--- src/common/aid_pkg.sv ---
/*
  Package for the arithmetic instruction decode block: opcodes, lengths,
  cycle counts, operation codes and the carrier structs.
  Assumes a core that fetches opcode bytes and runs on ref_clk.
*/
// Functional notes
// - standard encodings, standard results and flags
// - cycle counts from this core's table
// - add: 28-2F,26-27 one; 25,24 two
// - addc: 38-3F,36-37 one; 35,34 two
// - subb: 98-9F,96-97 one; 95,94 two
// - inc: 04,08-0F,06-07 one; 05 two
// - dec: 14,18-1F,16-17 one; 15 two
// - inc dptr A3, one byte, three cycles
// - mul A4, div 84, five cycles
// - decimal adjust D4, one cycle
// - indirect address from R0 or R1
// - Rn in low bits; 8-bit immediate
// - psw bank bits pick register bank
`default_nettype none
package aid_pkg;
  localparam logic [7:0] OP_ADD_IMM = 8'h24;
  localparam logic [7:0] OP_ADD_DIR = 8'h25;
  localparam logic [7:0] OP_ADDC_IMM = 8'h34;
  localparam logic [7:0] OP_ADDC_DIR = 8'h35;
  localparam logic [7:0] OP_SUBB_IMM = 8'h94;
  localparam logic [7:0] OP_SUBB_DIR = 8'h95;
  localparam logic [7:0] OP_INC_ACC = 8'h04;
  localparam logic [7:0] OP_INC_DIR = 8'h05;
  localparam logic [7:0] OP_DEC_ACC = 8'h14;
  localparam logic [7:0] OP_DEC_DIR = 8'h15;
  localparam logic [7:0] OP_INC_DPTR = 8'ha3;
  localparam logic [7:0] OP_MUL = 8'ha4;
  localparam logic [7:0] OP_DIV = 8'h84;
  localparam logic [7:0] OP_DA = 8'hd4;
  // high nibble of register / indirect ranges
  localparam logic [3:0] GRP_ADD = 4'h2;
  localparam logic [3:0] GRP_ADDC = 4'h3;
  localparam logic [3:0] GRP_SUBB = 4'h9;
  localparam logic [3:0] GRP_INC = 4'h0;
  localparam logic [3:0] GRP_DEC = 4'h1;
  localparam logic [2:0] CYC_SHORT = 3'h1;
  localparam logic [2:0] CYC_LONG = 3'h2;
  localparam logic [2:0] CYC_DPTR = 3'h3;
  localparam logic [2:0] CYC_MULDIV = 3'h5;
  localparam logic [1:0] LEN_ONE = 2'h1;
  localparam logic [1:0] LEN_TWO = 2'h2;
  localparam int PSW_BANK_LSB = 3;
  localparam logic [7:0] PSW_RESET = 8'h00;
  localparam logic [7:0] ACC_RESET = 8'h00;
  localparam logic [15:0] DPTR_RESET = 16'h0000;
  localparam int PSW_CY = 7;
  localparam int PSW_AC = 6;
  localparam int PSW_OV = 2;

  typedef enum logic [3:0] {
    ALU_NONE = 4'h0, ALU_ADD = 4'h1, ALU_ADDC = 4'h2, ALU_SUBB = 4'h3,
    ALU_INC = 4'h4, ALU_DEC = 4'h5, ALU_INCDP = 4'h6, ALU_MUL = 4'h7,
    ALU_DIV = 4'h8, ALU_DA = 4'h9
  } aid_op_type;

  typedef enum logic [2:0] {
    SRC_NONE = 3'h0, SRC_ACC = 3'h1, SRC_REG = 3'h2, SRC_IND = 3'h3,
    SRC_DIR = 3'h4, SRC_IMM = 3'h5
  } aid_src_type;

  typedef struct packed {
    aid_op_type op;
    aid_src_type src;
    logic [2:0] rsel;
    logic [1:0] len;
    logic [2:0] cycles;
    logic valid;
  } aid_dec_type;

  typedef struct packed {
    logic [7:0] acc;
    logic [7:0] b;
    logic [7:0] psw;
    logic [15:0] dptr;
  } aid_state_type;

  typedef struct packed {
    logic [7:0] acc;
    logic [7:0] b;
    logic [7:0] psw;
    logic [15:0] dptr;
    logic [7:0] mem;
    logic mem_we;
  } aid_result_type;
endpackage
`default_nettype wire

--- src/aid_decode.sv ---
/*
  Combinational opcode decoder for the arithmetic group.
  Assumes the opcode byte comes from logic on the same clock.
*/
`default_nettype none
module aid_decode (
  input wire logic [7:0] opcode, // fetched opcode
  output aid_pkg::aid_dec_type dec // decoded fields
);
  always_comb begin
    dec = '0;
    dec.rsel = opcode[2:0];
    dec.len = aid_pkg::LEN_ONE;
    dec.cycles = aid_pkg::CYC_SHORT;
    dec.valid = 1'b1;
    if (opcode[3]) begin
      dec.src = aid_pkg::SRC_REG;
    end else if (opcode[2:1] == 2'b11) begin
      dec.src = aid_pkg::SRC_IND;
      dec.rsel = {2'b00, opcode[0]};
    end else if (opcode[2:0] == 3'h5) begin
      dec.src = aid_pkg::SRC_DIR;
      dec.len = aid_pkg::LEN_TWO;
      dec.cycles = aid_pkg::CYC_LONG;
    end else if (opcode[2:0] == 3'h4) begin
      dec.src = aid_pkg::SRC_IMM;
      dec.len = aid_pkg::LEN_TWO;
      dec.cycles = aid_pkg::CYC_LONG;
    end else begin
      dec.src = aid_pkg::SRC_NONE;
    end
    unique case (opcode[7:4])
      aid_pkg::GRP_ADD: dec.op = aid_pkg::ALU_ADD;
      aid_pkg::GRP_ADDC: dec.op = aid_pkg::ALU_ADDC;
      aid_pkg::GRP_SUBB: dec.op = aid_pkg::ALU_SUBB;
      aid_pkg::GRP_INC: dec.op = aid_pkg::ALU_INC;
      aid_pkg::GRP_DEC: dec.op = aid_pkg::ALU_DEC;
      default: dec.op = aid_pkg::ALU_NONE;
    endcase
    // inc and dec use 04/14 as the accumulator form
    if ((dec.op == aid_pkg::ALU_INC || dec.op == aid_pkg::ALU_DEC) &&
        dec.src == aid_pkg::SRC_IMM) begin
      dec.src = aid_pkg::SRC_ACC;
      dec.len = aid_pkg::LEN_ONE;
      dec.cycles = aid_pkg::CYC_SHORT;
    end
    if (dec.src == aid_pkg::SRC_NONE) begin
      dec.op = aid_pkg::ALU_NONE;
    end
    unique case (opcode)
      aid_pkg::OP_INC_DPTR: begin
        dec.op = aid_pkg::ALU_INCDP;
        dec.src = aid_pkg::SRC_NONE;
        dec.len = aid_pkg::LEN_ONE;
        dec.cycles = aid_pkg::CYC_DPTR;
      end
      aid_pkg::OP_MUL, aid_pkg::OP_DIV: begin
        dec.op = (opcode == aid_pkg::OP_MUL) ? aid_pkg::ALU_MUL
                                             : aid_pkg::ALU_DIV;
        dec.src = aid_pkg::SRC_NONE;
        dec.len = aid_pkg::LEN_ONE;
        dec.cycles = aid_pkg::CYC_MULDIV;
      end
      aid_pkg::OP_DA: begin
        dec.op = aid_pkg::ALU_DA;
        dec.src = aid_pkg::SRC_ACC;
        dec.len = aid_pkg::LEN_ONE;
        dec.cycles = aid_pkg::CYC_SHORT;
      end
      default: ;
    endcase
    if (dec.op == aid_pkg::ALU_NONE) begin
      dec.valid = 1'b0;
      dec.src = aid_pkg::SRC_NONE;
    end
  end
endmodule
`default_nettype wire

--- src/aid_core.sv ---
/*
  Arithmetic instruction unit: decodes an opcode, works out the operand
  address, counts the instruction cycles and updates A, B, PSW and DPTR.
  Assumes the core supplies the immediate/direct operand byte, the
  fetched memory byte and a one-cycle enable per instruction cycle.
*/
`default_nettype none
module aid_core (
  input wire logic ref_clk, // core clock, 250 MHz
  input wire logic rst_n, // async reset, active low
  input wire logic cyc_en, // one instruction-cycle tick
  input wire logic start, // opcode valid, unit idle
  input wire logic [7:0] opcode, // opcode byte
  input wire logic [7:0] operand, // byte after opcode
  input wire logic [7:0] mem_rdata, // operand byte read from memory
  output logic busy, // instruction in progress
  output logic done, // last cycle pulse
  output logic illegal, // opcode outside this group
  output logic [7:0] mem_addr, // internal memory address
  output logic [1:0] instr_len, // bytes of current instruction
  output logic mem_we, // write back to memory pulse
  output logic [7:0] mem_wdata, // write-back byte
  output aid_pkg::aid_state_type state // A, B, PSW, DPTR
);
  typedef enum logic [1:0] {
    ST_IDLE = 2'b00, ST_EXEC = 2'b01, ST_DONE = 2'b10
  } aid_fsm_type;

  aid_pkg::aid_dec_type dec, dec_q, dec_d;
  aid_fsm_type st_q, st_d;
  logic [2:0] cnt_q, cnt_d;
  aid_pkg::aid_state_type reg_q, reg_d;
  logic [7:0] opnd_q, opnd_d, addr_q, addr_d, wdata_q, wdata_d;
  logic we_q, we_d, ill_q, ill_d;
  aid_pkg::aid_result_type res;

  aid_decode u_dec (
    .opcode(opcode),
    .dec(dec)
  );

  // bank base plus register index
  function automatic logic [7:0] reg_addr(input logic [7:0] psw,
                                          input logic [2:0] idx);
    reg_addr = {3'b000, psw[aid_pkg::PSW_BANK_LSB +: 2], idx};
  endfunction

  // flag-exact add, standard 8-bit with aux carry and overflow
  function automatic logic [10:0] add8(input logic [7:0] a,
                                       input logic [7:0] b,
                                       input logic ci);
    logic [8:0] s;
    logic [4:0] h;
    logic ov;
    s = {1'b0, a} + {1'b0, b} + {8'h00, ci};
    h = {1'b0, a[3:0]} + {1'b0, b[3:0]} + {4'h0, ci};
    ov = (a[7] == b[7]) && (s[7] != a[7]);
    add8 = {s[8], h[4], ov, s[7:0]};
  endfunction

  function automatic logic [10:0] sub8(input logic [7:0] a,
                                       input logic [7:0] b,
                                       input logic bi);
    logic [8:0] s;
    logic [4:0] h;
    logic ov;
    s = {1'b0, a} - {1'b0, b} - {8'h00, bi};
    h = {1'b0, a[3:0]} - {1'b0, b[3:0]} - {4'h0, bi};
    ov = (a[7] != b[7]) && (s[7] != a[7]);
    sub8 = {s[8], h[4], ov, s[7:0]};
  endfunction

  // results computed from registered operands
  always_comb begin
    logic [10:0] r;
    logic [15:0] p;
    logic [8:0] t;
    logic cy;
    r = '0;
    p = '0;
    t = '0;
    cy = 1'b0;
    res.acc = reg_q.acc;
    res.b = reg_q.b;
    res.psw = reg_q.psw;
    res.dptr = reg_q.dptr;
    res.mem = opnd_q;
    res.mem_we = 1'b0;
    unique case (dec_q.op)
      aid_pkg::ALU_ADD, aid_pkg::ALU_ADDC: begin
        r = add8(reg_q.acc, opnd_q, (dec_q.op == aid_pkg::ALU_ADDC) &
                 reg_q.psw[aid_pkg::PSW_CY]);
        res.acc = r[7:0];
        res.psw[aid_pkg::PSW_CY] = r[10];
        res.psw[aid_pkg::PSW_AC] = r[9];
        res.psw[aid_pkg::PSW_OV] = r[8];
      end
      aid_pkg::ALU_SUBB: begin
        r = sub8(reg_q.acc, opnd_q, reg_q.psw[aid_pkg::PSW_CY]);
        res.acc = r[7:0];
        res.psw[aid_pkg::PSW_CY] = r[10];
        res.psw[aid_pkg::PSW_AC] = r[9];
        res.psw[aid_pkg::PSW_OV] = r[8];
      end
      aid_pkg::ALU_INC, aid_pkg::ALU_DEC: begin
        // no flags touched
        t[7:0] = (dec_q.op == aid_pkg::ALU_INC) ? opnd_q + 8'h01
                                                : opnd_q - 8'h01;
        if (dec_q.src == aid_pkg::SRC_ACC) begin
          res.acc = t[7:0];
        end else begin
          res.mem = t[7:0];
          res.mem_we = 1'b1;
        end
      end
      aid_pkg::ALU_INCDP: res.dptr = reg_q.dptr + 16'h0001;
      aid_pkg::ALU_MUL: begin
        p = reg_q.acc * reg_q.b;
        res.acc = p[7:0];
        res.b = p[15:8];
        res.psw[aid_pkg::PSW_CY] = 1'b0;
        res.psw[aid_pkg::PSW_OV] = |p[15:8];
      end
      aid_pkg::ALU_DIV: begin
        res.psw[aid_pkg::PSW_CY] = 1'b0;
        res.psw[aid_pkg::PSW_OV] = (reg_q.b == 8'h00);
        if (reg_q.b != 8'h00) begin
          res.acc = reg_q.acc / reg_q.b;
          res.b = reg_q.acc % reg_q.b;
        end
      end
      aid_pkg::ALU_DA: begin
        t = {1'b0, reg_q.acc};
        cy = reg_q.psw[aid_pkg::PSW_CY];
        if (t[3:0] > 4'h9 || reg_q.psw[aid_pkg::PSW_AC]) begin
          t = t + 9'h006;
        end
        cy = cy | t[8];
        if (t[7:4] > 4'h9 || cy) begin
          t = {1'b0, t[7:0]} + 9'h060;
        end
        res.acc = t[7:0];
        res.psw[aid_pkg::PSW_CY] = cy | t[8];
      end
      default: ;
    endcase
  end

  always_comb begin
    st_d = st_q;
    cnt_d = cnt_q;
    dec_d = dec_q;
    reg_d = reg_q;
    opnd_d = opnd_q;
    addr_d = addr_q;
    wdata_d = wdata_q;
    we_d = 1'b0;
    ill_d = 1'b0;
    unique case (st_q)
      ST_IDLE: begin
        if (start) begin
          ill_d = ~dec.valid;
          if (dec.valid) begin
            dec_d = dec;
            cnt_d = dec.cycles;
            st_d = ST_EXEC;
            unique case (dec.src)
              aid_pkg::SRC_REG: addr_d = reg_addr(reg_q.psw, dec.rsel);
              aid_pkg::SRC_IND: addr_d = mem_rdata;
              aid_pkg::SRC_DIR: addr_d = operand;
              default: addr_d = 8'h00;
            endcase
            opnd_d = (dec.src == aid_pkg::SRC_ACC) ? reg_q.acc : operand;
          end
        end
      end
      ST_EXEC: begin
        if (dec_q.src == aid_pkg::SRC_REG || dec_q.src == aid_pkg::SRC_DIR
            || dec_q.src == aid_pkg::SRC_IND) begin
          opnd_d = mem_rdata;
        end
        if (cyc_en) begin
          cnt_d = cnt_q - 3'h1;
          if (cnt_q == 3'h1) begin
            st_d = ST_DONE;
          end
        end
      end
      ST_DONE: begin
        reg_d.acc = res.acc;
        reg_d.b = res.b;
        reg_d.psw = res.psw;
        reg_d.dptr = res.dptr;
        we_d = res.mem_we;
        wdata_d = res.mem;
        st_d = ST_IDLE;
      end
      default: st_d = ST_IDLE;
    endcase
  end

  always_ff @(posedge ref_clk or negedge rst_n) begin
    if (!rst_n) begin
      st_q <= ST_IDLE;
      cnt_q <= 3'h0;
      dec_q <= '0;
      reg_q <= {aid_pkg::ACC_RESET, 8'h00, aid_pkg::PSW_RESET,
                aid_pkg::DPTR_RESET};
      opnd_q <= 8'h00;
      addr_q <= 8'h00;
      wdata_q <= 8'h00;
      we_q <= 1'b0;
      ill_q <= 1'b0;
    end else begin
      st_q <= st_d;
      cnt_q <= cnt_d;
      dec_q <= dec_d;
      reg_q <= reg_d;
      opnd_q <= opnd_d;
      addr_q <= addr_d;
      wdata_q <= wdata_d;
      we_q <= we_d;
      ill_q <= ill_d;
    end
  end

  assign busy = (st_q != ST_IDLE);
  assign done = (st_q == ST_DONE);
  assign illegal = ill_q;
  assign mem_addr = addr_q;
  assign instr_len = dec_q.len;
  assign mem_we = we_q;
  assign mem_wdata = wdata_q;
  assign state = reg_q;
endmodule
`default_nettype wire

--- config.mk ---
export PLATFORM = sky130hd
export DESIGN_NAME = aid_core
export DESIGN_NICKNAME = d
export VERILOG_FILES = /design/src/common/aid_pkg.sv /design/src/aid_decode.sv /design/src/aid_core.sv
export SDC_FILE = /design/constraint.sdc
export NUM_CORES = 1
export LEC_CHECK = 0
export BUFFER_PORTS_ARGS = -buffer_cell sky130_fd_sc_hd__buf_2
export CORE_AREA = 3 3 142 130
export CTS_CLUSTER_DIAMETER = 120
export DETAILED_ROUTE_END_ITERATION = 7
export DIE_AREA = 0 0 145 133
export PLACE_DENSITY_LB_ADDON = 0.05
export SLEW_MARGIN = 20
export SYNTH_ARGS = -nofsm -noshare
export SYNTH_HDL_FRONTEND = slang
export SYNTH_HIERARCHICAL = 1
export SYNTH_SLANG_ARGS = --single-unit
--- constraint.sdc ---
create_clock -name ref_clk -period 10.2 [get_ports ref_clk]
set_clock_uncertainty 0.05 [all_clocks]
set_input_delay 0.51 -clock ref_clk [delete_from_list [all_inputs] [get_ports ref_clk]]
set_output_delay 0.51 -clock ref_clk [all_outputs]
set_load 0.01 [all_outputs]
== After elaboration in Yosys (flattened, before gate mapping) ==
Cells that the tools add are included.
W data, S select, Z words.
Storage, ports and cells
  bits in registers: 75
  bits in read-only memories: 0
  latch bits: 0
  memories kept: 0
  memory bits (writable): 0
  word-level logic and storage cells: 169
  output and inout port bits: 62
  input port bits: 28
Cells by class
  reductions and logical operators: 36
  bitwise gates (word level): 4
  add/subtract/negate cells: 14
  shifts and indexed selects: 0
  $mul: 1
  eq/ne operators: 45
  order comparisons: 2
  mux-type cells: 49
  div/mod/pow operators: 2
Operators with widths (number)
  $mux W8: 7
  $mux W9: 6
  $pmux W8 S6: 1
  $mux W3: 11
  $eq A8 B8 Y1 const B: 4
  $pmux W8 S2: 2
  $pmux W8 S3: 1
  $eq A3 B3 Y1 const B: 7
  $pmux W7 S3: 1
  $mux W5: 4
  $add A16 B1 Y16 const B: 1
  $eq A4 B2 Y1 const B: 4
  $eq A4 B3 Y1 const B: 4
  $mul A8 B8 Y16: 1
  $mux W16: 1
  $reduce_and A4 Y1: 4
  $pmux W3 S5: 1
  $pmux W5 S3: 1
  $ne A2 B2 Y1 const B: 7
  $eq A3 B2 Y1 const B: 4
  $eq A4 B4 Y1 const B: 3
  $add A8 B3 Y9 const B: 1
  $add A8 B7 Y9 const B: 1
  $add A8 B8 Y9: 1
  43 further kinds: 75

== Logic depth before layout (Yosys ltp) ==
  word-level depth: 18
  gate-level depth with buffers: 52
  gate-level depth less buffers: 49

== Modules after synthesis ==
Netlist, hierarchy kept.
Modules (own cells, without submodules)
  aid_core: seq. area each 1876.8 µm², area an instance 8916.1 µm², cells an instance 1061, instances 1
  aid_decode: seq. area each 0.0 µm², area an instance 386.6 µm², cells an instance 62, instances 1

== Worst setup path after synthesis ==
No wires, ideal clock.
  path kind: register -> register
  start: register reg_q (netlist bit state[24])
  end: register reg_q (netlist bit state[30])
  library setup time: 0.127 ns
  period minus slack after synthesis: 10.774 ns
  required time: 10.023 ns
  path buffers: 3
  cell stages (with the launch flop): 48
  data arrival time: 10.597 ns
  setup slack: -0.574 ns
  cells stage by stage: dfrtp_1 -> inv_1 -> ha_1 -> a41oi_1 -> a21oi_1 -> ha_1 -> o21a_1 -> o211ai_1 -> o21ai_0 -> ha_1 -> o211ai_1 -> a211o_1 -> or3_1 -> nand2_1 -> ha_1 -> o211ai_1 -> a21boi_1 -> o21a_1 -> (+12 left out) -> a21oi_1 -> nor2_1 -> ha_1 -> or2_2 -> a21oi_1 -> a21oi_1 -> a41oi_1 -> clkbuf_1 -> o21ai_0 -> fa_1 -> nand3_1 -> a31oi_1 -> a211oi_1 -> o21a_1 -> clkbuf_1 -> nor2_1 -> o31ai_1 -> nand2_1
Between the ends
  cells in the longest elaborated chain, start to end: 3
  elaborated cells on any way between the ends: 7
  those cells by class: mul: 1; div: 1; eq/ne: 1; mux: 2; reduce/logical: 2
Ends and longest elaborated chain
  start: declaration: line aid_core.sv:32  | aid_pkg::aid_state_type reg_q, reg_d;
  start signal: assignment: line aid_core.sv:207  | reg_q <= {aid_pkg::ACC_RESET, 8'h00, aid_pkg::PSW_RESET,
  start signal: assignment: line aid_core.sv:218  | reg_q <= reg_d;
  $mod A8 B8 Y8 / $reduce_bool A8 Y1 (equally long branches): line aid_core.sv:129, aid_core.sv:127
  $mux W16 / $ne A2 B2 Y1 (equally long branches)
  $pmux W8 S2 / $reduce_and A3 Y1 (equally long branches)
Parallel ways exist; a longest one is shown, timed or not. The select of a mux whose other input is x is not followed.
A chain may end at the register's enable or synchronous reset.

== Worst setup path after layout ==
  start: register reg_q (netlist bit state[29])
  end: register reg_q (netlist bit state[32])
Between the ends
  cells in the longest elaborated chain, start to end: 3
  elaborated cells on any way between the ends: 6
  those cells by class: div: 1; eq/ne: 1; mux: 2; reduce/logical: 2
Ends and longest elaborated chain (line)
  $div A8 B8 Y8 / $reduce_bool A8 Y1 (equally long branches): aid_core.sv:128, aid_core.sv:127
  $mux W16 / $ne A2 B2 Y1 (equally long branches)
  $pmux W8 S6 / $reduce_and A4 Y1 (equally long branches)
Parallel ways exist; a longest one is shown, timed or not. The select of a mux whose other input is x is not followed.

==> impl_results.md <==
* Outcome: completed
* Cell Area, Synth at 9300 um2
* Arr. time, crit path at 10.15 ns
* Setup crit start kind: flip-flop
* Critical path class: flip-flop to flip-flop
* Avg Inst Size Synth at 8.28 um2
* Initial antenna violation count at 0
* Slew margin rel. at 0.281
* CTS Hold Bufs at 0
* Placed Area at 10100 um2
* GPL Wtd Cong at 0.915
* Post-synth EDFFs at 0
* Total CTS buffers at 9
* Vias per inst at 5.89
* Hold Crit Class: primary input to asynchronous set/reset pin
* Number of max-cap violations at 0
* Synth area leader: dfrtp_1
* Port Buf Inserts at 84
* Largest net degree at the start of global routing at 76
* Average wire per standard cell at 18.4 um
* Initial drt markers at 604
* Insertion delay to the later sink of the worst-skew pair at 0.34 ns
* Vias at 8716
* WL final at 27.2 mm
* Die Y at 133 um
* R2r startpoint: state[29]
* TritonCTS clock tree: done
* Area Growth Syn to Fin at 19.4%
* Final period util at 0.977
* CP Max Fanout at 6
* Sequential fraction of the synthesis area at 0.202
* RSZ-0062 raised after global routing: yes
* Max incr delay on CP at 0.42 ns
* Slowest cell on the critical path: or3_4
* Tightest Pin Transition at 1.08 ns
* Max Fclk at 0.100 GHz
* Std-Cell Rows at 45
* Cells after synthesis at 1123
* HPWL Detailed at 20.2 mm
* Synth cell count leaders: nor2_1 (129), ha_1 (109), nand2_1 (92), inv_1 (89), a21oi_1 (78)
* Top cells by area, synth: dfrtp_1 (20%), ha_1 (15%), fa_1 (9.0%), nor2_1 (5.2%), xnor2_1 (4.2%)
* Worst setup EP type: flip-flop
* Detailed Routing Iterations Pass 1 at 5
* Global route overflow at 0
* Root Driver: clkbuf_16
* Tot GR Track Use at 0.267
* Vias in the first global route at 7875
* Crit path launch: state[29]
* First-pass GRT wire length at 41.5 mm
* Post-synthesis cell type count at 82
* Layout Nets at 1419
* Final Hold Violating Endpoints at 0
* Die width at 145 um
* Worst-path clk slew at 0.06 ns
* WP data required at 10.38 ns
* Starting Density at 0.549
* Post-synth top area share at 0.202
* Antenna fix cells at 0
* # IOs at 90
* CTS Buffer Depth at 2
* Cell area after layout at 11100 um2
* Fin crit period at 9.97 ns
* Final setup viols at 0
* Final ANT Viol Nets at 0
* Synthesis-stage register bit count at 75
* Die area at 19300 um2
* Core box area at 16900 um2
* CTS H-tree lvls at 3
* Slew Limit Fails at 0
* Yosys warning total at 6
* Share of layout cells above drive strength 1 at 0.222
* DRC viols at 0
* Clk sinks at 75
* Most numerous cell in the Yosys netlist: nor2_1
* FFs w/ async S/R, synth at 1.00
* Synth Flop Type: dfrtp_1
-- worst paths after layout --
check / end / slack, ns / cells past startpoint
setup / recovery: state[32] / 0.23 / 49
hold / removal: st_q[0] / 0.25 / 1
setup reg to reg: state[32] / 0.23 / 49
hold reg to reg: mem_wdata[0] / 0.42 / 2
max in group asynchronous: state[24] / 9.12 / 1
min in group ref_clk: illegal / 0.35 / 3
-- repair_timing --
action | CTS | global route
gates resized for setup | 13 | 83
cloned | 0 | 2
setup endpoints to repair | 9 | 9
buffers inserted | 8 | 26
pin swaps | 5 | 44
-- critical path, delay by kind of cell, from the launching register on --
kind | cells | cell delay [ns]
compound gates | 27 | 4.93
fa+ha+maj | 7 | 1.80
simple gates | 9 | 1.67
buf+inv | 5 | 0.71
flops | 1 | 0.41
mux | 1 | 0.26
-- placed cells by master (no fill, tap or decap), types with 37 or more instances in the layout --
cell	count
ha_1	95
inv_1	89
nand2_1	88
a21oi_1	67
buf_2	83
buf_4	54
nor2_1	124
dfrtp_1	74
fa_1	42
o21ai_0	37
xnor2_1	45
-- cell type report --
class,instances,area [um2]
inverter,104,390
timing repair buffer,148,938
multi-input combinational,902,7310
fill,1486,5840
clock inverter,4,50.0
sequential,75,1880
clock buffer,12,246
tap,235,294
-- cells by family after synthesis --
logic type | Yosys count | synth area share
AND/OR/NAND/NOR | 356 | 0.180
AO/OA/AOI/OAI | 265 | 0.187
adder cells (fa/ha/maj) | 151 | 0.237
buffers and inverters | 150 | 0.0648
flip-flops | 75 | 0.202
XOR/XNOR | 71 | 0.0668
multiplexers | 54 | 0.0624
other | 1 | 0.000403
-- flip-flops by register name, summed over array words and instances, names as in the netlist --
| signal | flops |
|---|---|
| state | 35 |
| mem_addr | 8 |
| mem_wdata | 8 |
| opnd_q | 8 |
| dec_q | 7 |
| cnt_q | 3 |
| instr_len | 2 |
| st_q | 2 |
| illegal | 1 |
| mem_we | 1 |
-- routing by layer --
layer  part of all wire  routed length, um  GRT usage
met3              0.061               1650     0.0363
met5                  0                  0          0
met4              0.020                551     0.0739
met1               0.46              12600      0.389
met2               0.46              12400      0.417
-- through the flow --
stage	util	instances	TNS, ns	hold slack (ns)	worst slack [ns]
floorplan	-	1127	0	0.164	0.0445
global route	0.655	1480	-2.52	0.334	-0.307
finish	0.655	1480	0	0.248	0.233
CTS	0.619	1454	0	0.315	0.00406
detailed placement	0.595	1430	-1.86	0.411	-0.303
global placement	0.595	1430	-0.191	0.407	-0.123
Power is left out: the tool's default activity adds up to more than one toggle a clock period on the data nets, which glitch-free logic cannot reach.
